<file path="config.mk">
export PLATFORM = sky130hd
export DESIGN_NAME = ptmr_top
export DESIGN_NICKNAME = d
export VERILOG_FILES = /design/src/rtl/ptmr_pkg.sv /design/src/rtl/ptmr_top.sv
export VERILOG_INCLUDE_DIRS = /design/src /design/src/rtl
export SDC_FILE = /design/constraint.sdc
export NUM_CORES = 1
export LEC_CHECK = 0
export CAP_MARGIN = 20
export CORE_ASPECT_RATIO = 2
export CORE_MARGIN = 2
export CORE_UTILIZATION = 50
export CTS_CLUSTER_SIZE = 12
export DETAILED_ROUTE_END_ITERATION = 10
export DONT_BUFFER_PORTS = 1
export GPL_TIMING_DRIVEN = 0
export PLACE_DENSITY_LB_ADDON = 0.05
export SETUP_SLACK_MARGIN = 0.1
export SYNTH_ARGS = -nofsm -noshare
export SYNTH_HDL_FRONTEND = slang
export SYNTH_SLANG_ARGS = --single-unit
</file>
<file path="constraint.sdc">
create_clock -name i_clk -period 2.8 [get_ports i_clk]
set_input_delay 0.56 -clock i_clk [delete_from_list [all_inputs] [get_ports i_clk]]
set_output_delay 0.56 -clock i_clk [all_outputs]
set_load 0.005 [all_outputs]
</file>
<file path="src/rtl/ptmr_params.svh">
// constants and contract list for the 10-bit periodic timer
//
// Contract
// - clear-select low: period match clears, sets both flags
// - clear-select high: duty match clears, duty flag only
// - duty value zero: count to 3FF, no duty flag
// - compare output changes only on duty match or timer_on rise
// - timer_on rise loads initial level; func 00 holds
// - mode 11 counts like compare, no output
// - mode 10 func 10: period clears, duty sets width
// - period 1..1023 clocks; zero gives 1024
// - duty at or above period gives full active
// - pwm raises both flags on their matches
// - output_control picks active level; polarity inverts
// - func 00/01 force output, counting continues
// - mode 10 func 11: on rise starts pulse
// - duty match ends pulse, clears timer_on, flags
// - single pulse ignores period; clears only on rise
// - mode 01: capture edge latches counter into duty
// - capture counter free runs; period match wraps, flags
// - capture func 11 disables capture, counter runs
// - capture period zero lets counter reach maximum
// - capture ignores clear-select, control, polarity bits
// - values held as low byte plus two-bit high
// - capture edge: rise, fall, both, disabled
// - compare func: none, low, high, toggle
// - on rise clears counter; fall holds value
// - clock select: sys/4, sys, high/16, high/64, sub
`ifndef PTMR_PARAMS_SVH
`define PTMR_PARAMS_SVH
// ==========================================================
// register byte addresses
`define PTMR_ADDR_CTRL0 8'h00
`define PTMR_ADDR_CTRL1 8'h04
`define PTMR_ADDR_CNT_LO 8'h08
`define PTMR_ADDR_CNT_HI 8'h0C
`define PTMR_ADDR_DUTY_LO 8'h10
`define PTMR_ADDR_DUTY_HI 8'h14
`define PTMR_ADDR_PER_LO 8'h18
`define PTMR_ADDR_PER_HI 8'h1C
`define PTMR_ADDR_FLAGS 8'h20
// ==========================================================
// field positions
`define PTMR_C0_PAUSE 7
`define PTMR_C0_CK_HI 6
`define PTMR_C0_CK_LO 4
`define PTMR_C0_ON 3
`define PTMR_C1_MODE_HI 7
`define PTMR_C1_MODE_LO 6
`define PTMR_C1_FUNC_HI 5
`define PTMR_C1_FUNC_LO 4
`define PTMR_C1_OC 3
`define PTMR_C1_POL 2
`define PTMR_C1_CAPS 1
`define PTMR_C1_CCLR 0
`define PTMR_FL_DUTY 0
`define PTMR_FL_PER 1
// ==========================================================
// values and divider settings
`define PTMR_CNT_MAX 10'h3FF
`define PTMR_CNT_ZERO 10'h000
`define PTMR_ZERO8 8'h00
`define PTMR_ZERO32 32'h0000_0000
`define PTMR_DIV_W 6
`define PTMR_DIV4_MASK 6'h03
`define PTMR_DIV16_MASK 6'h0F
`define PTMR_DIV64_MASK 6'h3F
// sub clock has no source here; approximated as sys/64
`define PTMR_SUB_MASK 6'h3F
`define PTMR_FUNC_00 2'h0
`define PTMR_FUNC_01 2'h1
`define PTMR_FUNC_10 2'h2
`define PTMR_FUNC_11 2'h3
`endif

</file>
<file path="src/rtl/ptmr_pkg.sv">
// types for the 10-bit periodic timer
package ptmr_pkg;
    typedef enum logic [1:0]
    {
        PTMR_CMP = 2'b00,
        PTMR_CAP = 2'b01,
        PTMR_PWM = 2'b10,
        PTMR_TMR = 2'b11
    } ptmr_mode_e;
    typedef enum logic [1:0]
    {
        PTMR_IDLE = 2'b00,
        PTMR_ADDR = 2'b01
    } ptmr_bus_e;
endpackage

</file>
<file path="src/rtl/ptmr_top.sv">
// 10-bit periodic timer with ahb-lite register slave
//
// Local design decisions: the AHB-Lite slave port and the placing of the registers.
`timescale 1ns/100ps
`default_nettype none
`include "ptmr_params.svh"
module ptmr_top
(
    // clock and reset
    input wire logic i_clk,
    input wire logic i_sys_rst,
    // ahb-lite slave
    input wire logic i_hsel,
    input wire logic [31:0] i_haddr,
    input wire logic [1:0] i_htrans,
    input wire logic i_hwrite,
    input wire logic [2:0] i_hsize,
    input wire logic [31:0] i_hwdata,
    input wire logic i_hready,
    output logic [31:0] o_hrdata,
    output logic o_hreadyout,
    output logic o_hresp,
    // pins
    input wire logic i_capture_input_pin,
    output logic o_timer_out
);
// ==========================================================
// bus slave
logic [7:0] ctrl0_r;
logic [7:0] ctrl1_r;
logic [9:0] duty_capture_value_r;
logic [9:0] period_value_r;
logic [9:0] cnt_r;
logic duty_match_flag_r;
logic period_match_flag_r;
logic wr_pend_r;
logic [7:0] wr_addr_r;
logic [31:0] hrdata_r;
logic out_r;
wire addr_ok = i_hsel & i_hready & i_htrans[1];
wire [7:0] a8 = i_haddr[7:0];
wire wr_go = addr_ok & i_hwrite;
wire rd_go = addr_ok & ~i_hwrite;
wire wr_c0 = wr_pend_r & (wr_addr_r == `PTMR_ADDR_CTRL0);
wire wr_c1 = wr_pend_r & (wr_addr_r == `PTMR_ADDR_CTRL1);
wire wr_dl = wr_pend_r & (wr_addr_r == `PTMR_ADDR_DUTY_LO);
wire wr_dh = wr_pend_r & (wr_addr_r == `PTMR_ADDR_DUTY_HI);
wire wr_pl = wr_pend_r & (wr_addr_r == `PTMR_ADDR_PER_LO);
wire wr_ph = wr_pend_r & (wr_addr_r == `PTMR_ADDR_PER_HI);
wire wr_fl = wr_pend_r & (wr_addr_r == `PTMR_ADDR_FLAGS);
wire [7:0] wb = i_hwdata[7:0];
// unused high bits read as zero
wire [31:0] rd_mux =
    (a8 == `PTMR_ADDR_CTRL0) ? {24'h000000, ctrl0_r[7:3], 3'h0} :
    (a8 == `PTMR_ADDR_CTRL1) ? {24'h000000, ctrl1_r} :
    (a8 == `PTMR_ADDR_CNT_LO) ? {24'h000000, cnt_r[7:0]} :
    (a8 == `PTMR_ADDR_CNT_HI) ? {30'h00000000, cnt_r[9:8]} :
    (a8 == `PTMR_ADDR_DUTY_LO) ?
        {24'h000000, duty_capture_value_r[7:0]} :
    (a8 == `PTMR_ADDR_DUTY_HI) ?
        {30'h00000000, duty_capture_value_r[9:8]} :
    (a8 == `PTMR_ADDR_PER_LO) ? {24'h000000, period_value_r[7:0]} :
    (a8 == `PTMR_ADDR_PER_HI) ? {30'h00000000, period_value_r[9:8]} :
    (a8 == `PTMR_ADDR_FLAGS) ?
        {30'h00000000, period_match_flag_r, duty_match_flag_r} :
    `PTMR_ZERO32;
always_ff @(posedge i_clk)
begin
    if (i_sys_rst)
    begin
        wr_pend_r <= 1'b0;
        wr_addr_r <= `PTMR_ZERO8;
        hrdata_r <= `PTMR_ZERO32;
    end
    else
    begin
        wr_pend_r <= wr_go;
        if (wr_go)
            wr_addr_r <= a8;
        if (rd_go)
            hrdata_r <= rd_mux;
    end
end
assign o_hrdata = hrdata_r;
assign o_hreadyout = 1'b1;
assign o_hresp = 1'b0;
// ==========================================================
// control fields
wire timer_on = ctrl0_r[`PTMR_C0_ON];
wire counter_pause = ctrl0_r[`PTMR_C0_PAUSE];
wire [2:0] counter_clock_select =
    ctrl0_r[`PTMR_C0_CK_HI:`PTMR_C0_CK_LO];
ptmr_pkg::ptmr_mode_e mode;
assign mode = ptmr_pkg::ptmr_mode_e'(
    ctrl1_r[`PTMR_C1_MODE_HI:`PTMR_C1_MODE_LO]);
wire [1:0] func = ctrl1_r[`PTMR_C1_FUNC_HI:`PTMR_C1_FUNC_LO];
wire output_control = ctrl1_r[`PTMR_C1_OC];
wire output_polarity = ctrl1_r[`PTMR_C1_POL];
wire counter_clear_select = ctrl1_r[`PTMR_C1_CCLR];
// ==========================================================
// timer clock enable
logic [`PTMR_DIV_W-1:0] div_r;
logic on_d_r;
wire [`PTMR_DIV_W-1:0] div_mask =
    (counter_clock_select == 3'h0) ? `PTMR_DIV4_MASK :
    (counter_clock_select == 3'h2) ? `PTMR_DIV16_MASK :
    (counter_clock_select == 3'h3) ? `PTMR_DIV64_MASK :
    `PTMR_SUB_MASK;
// undefined codes 101 to 111 fall back to the sub clock rate
wire tick = (counter_clock_select == 3'h1) |
    ((div_r & div_mask) == div_mask);
// ==========================================================
// capture input sync and edge detection
logic cap_s1_r;
logic cap_s2_r;
logic cap_s3_r;
wire cap_rise = cap_s2_r & ~cap_s3_r;
wire cap_fall = ~cap_s2_r & cap_s3_r;
wire cap_edge = (func == `PTMR_FUNC_00) ? cap_rise :
    (func == `PTMR_FUNC_01) ? cap_fall :
    (func == `PTMR_FUNC_10) ? (cap_rise | cap_fall) :
    1'b0;
// ==========================================================
// comparators
wire on_rise = timer_on & ~on_d_r;
wire run = timer_on & ~counter_pause & tick & ~on_rise;
wire is_pwm = (mode == ptmr_pkg::PTMR_PWM);
wire single = is_pwm & (func == `PTMR_FUNC_11);
wire is_cap = (mode == ptmr_pkg::PTMR_CAP);
wire is_cmp = (mode == ptmr_pkg::PTMR_CMP) |
    (mode == ptmr_pkg::PTMR_TMR);
wire [9:0] cnt_inc = cnt_r + 10'h001;
// matches are taken on the count about to be reached
// duty zero never matches: counter overflows instead
wire duty_hit = run & (duty_capture_value_r != `PTMR_CNT_ZERO) &
    (cnt_inc == duty_capture_value_r);
// period zero wraps at 3FF
wire per_hit = run & ((period_value_r == `PTMR_CNT_ZERO) ?
    (cnt_r == `PTMR_CNT_MAX) : (cnt_inc == period_value_r));
// single pulse ignores period and clear select
wire clr_sel_duty = is_cmp & counter_clear_select;
wire per_clr = per_hit & ~single & ~clr_sel_duty;
wire duty_clr = duty_hit & clr_sel_duty;
wire set_duty = duty_hit & ~is_cap;
wire set_per = per_hit & ~single & ~clr_sel_duty;
wire capture = is_cap & timer_on & cap_edge;
// counter reaching duty in single pulse ends the pulse
wire sp_end = single & duty_hit;
wire [9:0] cnt_nxt = on_rise ? `PTMR_CNT_ZERO :
    (per_clr | duty_clr) ? `PTMR_CNT_ZERO :
    run ? cnt_inc : cnt_r;
// ==========================================================
// output generation
wire pwm_active = (duty_capture_value_r >= period_value_r) &
    (period_value_r != `PTMR_CNT_ZERO) ? 1'b1 :
    (cnt_r < duty_capture_value_r);
wire pwm_lvl = (func == `PTMR_FUNC_00) ? 1'b0 :
    (func == `PTMR_FUNC_01) ? 1'b1 : pwm_active;
// active level and final inversion
wire pwm_pin = (pwm_lvl ~^ output_control) ^ output_polarity;
wire sp_pin = (timer_on & ~sp_end) ~^ output_control;
logic cmp_lvl_r;
wire cmp_nxt = on_rise ? output_control :
    ~(set_duty & (mode == ptmr_pkg::PTMR_CMP)) ? cmp_lvl_r :
    (func == `PTMR_FUNC_01) ? 1'b0 :
    (func == `PTMR_FUNC_10) ? 1'b1 :
    (func == `PTMR_FUNC_11) ? ~cmp_lvl_r : cmp_lvl_r;
wire out_nxt = (mode == ptmr_pkg::PTMR_CMP) ?
        (cmp_nxt ^ output_polarity) :
    single ? (sp_pin ^ output_polarity) :
    is_pwm ? pwm_pin : 1'b0;
// ==========================================================
// state registers
always_ff @(posedge i_clk)
begin
    if (i_sys_rst)
    begin
        ctrl0_r <= `PTMR_ZERO8;
        ctrl1_r <= `PTMR_ZERO8;
        duty_capture_value_r <= `PTMR_CNT_ZERO;
        period_value_r <= `PTMR_CNT_ZERO;
        cnt_r <= `PTMR_CNT_ZERO;
        div_r <= '0;
        on_d_r <= 1'b0;
        cap_s1_r <= 1'b0;
        cap_s2_r <= 1'b0;
        cap_s3_r <= 1'b0;
        cmp_lvl_r <= 1'b0;
        out_r <= 1'b0;
        duty_match_flag_r <= 1'b0;
        period_match_flag_r <= 1'b0;
    end
    else
    begin
        div_r <= div_r + 1'b1;
        on_d_r <= timer_on;
        cap_s1_r <= i_capture_input_pin;
        cap_s2_r <= cap_s1_r;
        cap_s3_r <= cap_s2_r;
        cnt_r <= cnt_nxt;
        cmp_lvl_r <= cmp_nxt;
        out_r <= out_nxt;
        if (wr_c0)
            ctrl0_r <= {wb[7:3], 3'h0};
        else if (sp_end)
            ctrl0_r[`PTMR_C0_ON] <= 1'b0;
        if (wr_c1)
            ctrl1_r <= wb;
        if (capture)
            duty_capture_value_r <= cnt_r;
        else if (wr_dl)
            duty_capture_value_r[7:0] <= wb;
        else if (wr_dh)
            duty_capture_value_r[9:8] <= wb[1:0];
        if (wr_pl)
            period_value_r[7:0] <= wb;
        else if (wr_ph)
            period_value_r[9:8] <= wb[1:0];
        // sticky; write one clears, hardware set wins
        duty_match_flag_r <= (set_duty | capture) |
            (duty_match_flag_r & ~(wr_fl & wb[`PTMR_FL_DUTY]));
        period_match_flag_r <= set_per |
            (period_match_flag_r & ~(wr_fl & wb[`PTMR_FL_PER]));
    end
end
assign o_timer_out = out_r;
endmodule
`default_nettype wire

</file>
==> key figures <==
Synthesis
  • Ys Warns: 0
  • #FFs+latches synth: 74
  • Avg Inst Size Synth: 8.21 µm²
  • Ranking of synthesized cells by area: dfxtp_1, mux2i_1, ha_1, nor2_1, buf_4
  • Leading area contributor after synthesis: dfxtp_1
  • Mapped Cells: 584
  • Share of the synthesized area in the top cell type: 30.9%
  • Fraction of registers with async set/reset: 0%
  • Netlist Area Pre-Place: 0.00479 mm²
  • Number of synthesized flops with an enable pin: 0
  • Seq/Total Area, Yosys: between 30 and 40%
  • Distinct cells, synth: 60
  • Most numerous cell in the Yosys netlist: dfxtp_1
  • Post-synth top cells: dfxtp_1, nor2_1, nand2_1
  • Top FF cell, synth: dfxtp_1

Global routing
  • Overflow after GRT: 0
  • First-pass GRT wire length: roughly 23000 µm
  • Vias in the first global route: approximately 4300
  • Antenna violations before repair: 0
  • GRT Total Usage: slightly below 30%
  • Largest net degree at the start of global routing: 13

Place
  • Post-DP HPWL: roughly 11000 µm
  • Cell Area, Placed: approximately 0.0050 mm²
  • Port bufs: 0
  • Placed cell count: 712
  • Gpl congestion: 0.937

STA
  • Final Hold Vio Count: 0
  • Fin crit period: between 2 and 3 ns
  • Measured slew at the worst slew-check pin: 0.812 ns
  • Ratio of final minimum period to clock period: between 90 and 100%
  • Clock skew: between 0.01 and 0.015 ns
  • RSZ-0062 raised after global routing: false
  • Setup tns final: 0 ns
  • Slew Viols, Final: 0
  • Rel. slew slack: 45.7%
  • Finish-stage setup viols: 0
  • Fmax: approximately 390 MHz

Critical path
  • WP data arrival: around 2.8 ns
  • Critical Path Fanout Max: 8
  • Crit path required time: just over 3 ns
  • Reg2reg setup slack: 0.22 ns
  • Worst reg2reg path endpoint: o_timer_out
  • Startpoint Class: register
  • R2R depth: 10
  • CP top delay family: compound AO/OA/AOI/OAI gates
  • Kind of critical path: reg -> reg
  • Crit. End Element: register
  • WP buf/inv: 1
  • Slowest CP cell: dfxtp_2
  • Worst path max stage delay: between 0.3 and 0.4 ns
  • FF-to-FF Start: cnt_r[1]
  • Critical-path cell list: ha_4 > and3_2 > buf_2 > and3_2 > o211a_1 > a21oi_1 > nand4_1 > o21ai_0 > xnor2_1 > o211a_1

Layout
  • Finished Core Util: between 50% and 60%
  • Share of layout cells above drive strength 1: 13.1%
  • Nets@finish: roughly 730
  • Fin area: about 0.0055 mm²
  • ANT cells: 0
  • Non-Filler Instances: around 730
  • Area grow syn2layout: 14.4%

Die
  • Die ar.: ~0.010 mm²
  • Die height: approximately 140 µm
  • Core area: approximately 0.0093 mm²
  • Row cnt: 50
  • Starting Density: ~50%
  • Io pins: between 100 and 150
  • Die W: approximately 73 µm

Route
  • First-pass DRT Iterations: 5
  • Vias: roughly 4400
  • Drt wl/cell: 20.0 µm
  • # DRC: 0
  • Total Routed Length: between 10000 and 15000 µm
  • Number of routed nets with antenna violations: 0
  • Vias per cell: 5.98
  • DRT iter0 DRCs: 275

Clocking
  • Num CTS Buffers: 9
  • # clock sinks: 74
  • TritonCTS clock tree: done
  • Worst-path clk slew: approximately 0.06 ns
  • Cts hold-fix bufs: 0
  • H-tree Lvls: 3
  • Root Buffer: clkbuf_16
  • Clock Tree Buf Depth: 2
  • Worst-Skew Late Latency: 0.34 ns

Worst hold path
  • Hold path depth: 2
  • Hold_sp: i_haddr[4]
  • Worst min path class: in -> reg
  • Worst hold endpoint: wr_addr_r[4]

Pwr
  • Pwr/cell area: 447 mW/mm²
  • Worst IR Drop VDD: about 0.4 mV
  • Leakage: roughly 2.4 nW

Job
  • Max-Cap Viols: 0

Run status
  • Status: complete, no violations
==> power breakdown <==
| part | internal (mW) | switching [mW] | leakage, nW | total, mW |
|---|---|---|---|---|
| logic | 0.0477 | 0.0654 | 1.60 | 0.113 |
| clock network | 0.802 | 0.462 | 0.152 | 1.26 |
| registers | 1.06 | 0.00862 | 0.599 | 1.07 |
==> state kept, by name, summed over array words and instances (netlist names) <==
register / flops
wr_addr_r: 8
period_value_r: 10
div_r: 6
cap_s1_r: 1
period_match_flag_r: 1
cnt_r: 10
cap_s2_r: 1
o_timer_out: 1
cap_s3_r: 1
ctrl1_r: 8
on_d_r: 1
duty_capture_value_r: 10
cmp_lvl_r: 1
o_hrdata: 8
ctrl0_r: 5
wr_pend_r: 1
duty_match_flag_r: 1
==> per-stage QoR <==
stage	hold slack, ns	power [mW]	setup WS [ns]
5_1_grt	0.348	2.53	0.119
6_report	0.357	2.45	0.216
3_5_place_dp	0.423	1.20	-0.375
3_3_place_gp	0.417	1.20	-0.363
4_1_cts	0.352	2.45	0.132
2_1_floorplan	0.414	1.18	0.383
==> cells in the final DEF (no fill, tap or decap), types with 8 or more instances in the layout <==
cell type	instances
o211ai_1	9
nor3_1	10
dfxtp_1	72
or3_1	10
a211oi_1	14
nand2_1	48
clkbuf_1	15
inv_1	27
mux2i_1	37
a31oi_1	8
xnor2_1	20
nand3_1	20
xor2_1	17
nand4_1	13
conb_1	26
clkbuf_16	9
buf_4	33
o21ai_0	12
a21oi_1	23
nor2_1	71
ha_1	26
==> timing repair <==
action / 4_1_cts / 5_1_grt
buffers inserted: 2 / 2
endpoints found under the hold margin: 0 / 0
pin swaps: 3 / 1
endpoints found under the setup margin: 12 / 14
gates cloned: 1 / 0
gates resized for setup: 9 / 13
==> how the worst max path moves through the flow <==
stage,startpoint,to,slack [ns],cells past startpoint
2_1_floorplan,cnt_r[1],cnt_r[0],0.38,9
3_3_place_gp,cnt_r[1],cnt_r[1],-0.36,9
3_5_place_dp,cnt_r[1],cnt_r[0],-0.37,9
4_1_cts,cnt_r[1],o_timer_out,0.13,10
5_1_grt,cnt_r[5],period_match_flag_r,0.12,11
6_report,cnt_r[1],o_timer_out,0.22,10
==> cell families after synthesis <==
family,after synthesis,synth area share [%]
AND/OR/NAND/NOR,218,22.6
AO/OA/AOI/OAI,104,15.2
buffers and inverters,83,9.21
flip-flops,74,30.9
XOR/XNOR,39,7.12
multiplexers,37,7.72
adder cells (fa/ha/maj),27,7.05
other,2,0.157
==> final cells by class <==
cell class | instances | area [µm²]
multi-input combinational | 452 | 3070
fill | 880 | 3840
inverter | 27 | 101
tap | 104 | 130
sequential | 74 | 1480
timing repair buffer | 4 | 30.0
clock inverter | 4 | 76.3
buffer | 56 | 352
clock buffer | 11 | 243
==> metal layers <==
layer / up-vias / global-route usage (%) / share of wire [%]
met4: 0 / 20.4 / 6.9
li1: 2102 / - / -
met3: 58 / 5.24 / 4.7
met2: 172 / 51.2 / 52
met1: 2045 / 30.9 / 36
met5: - / 0 / 0
Power figures use the tool's default switching activity.
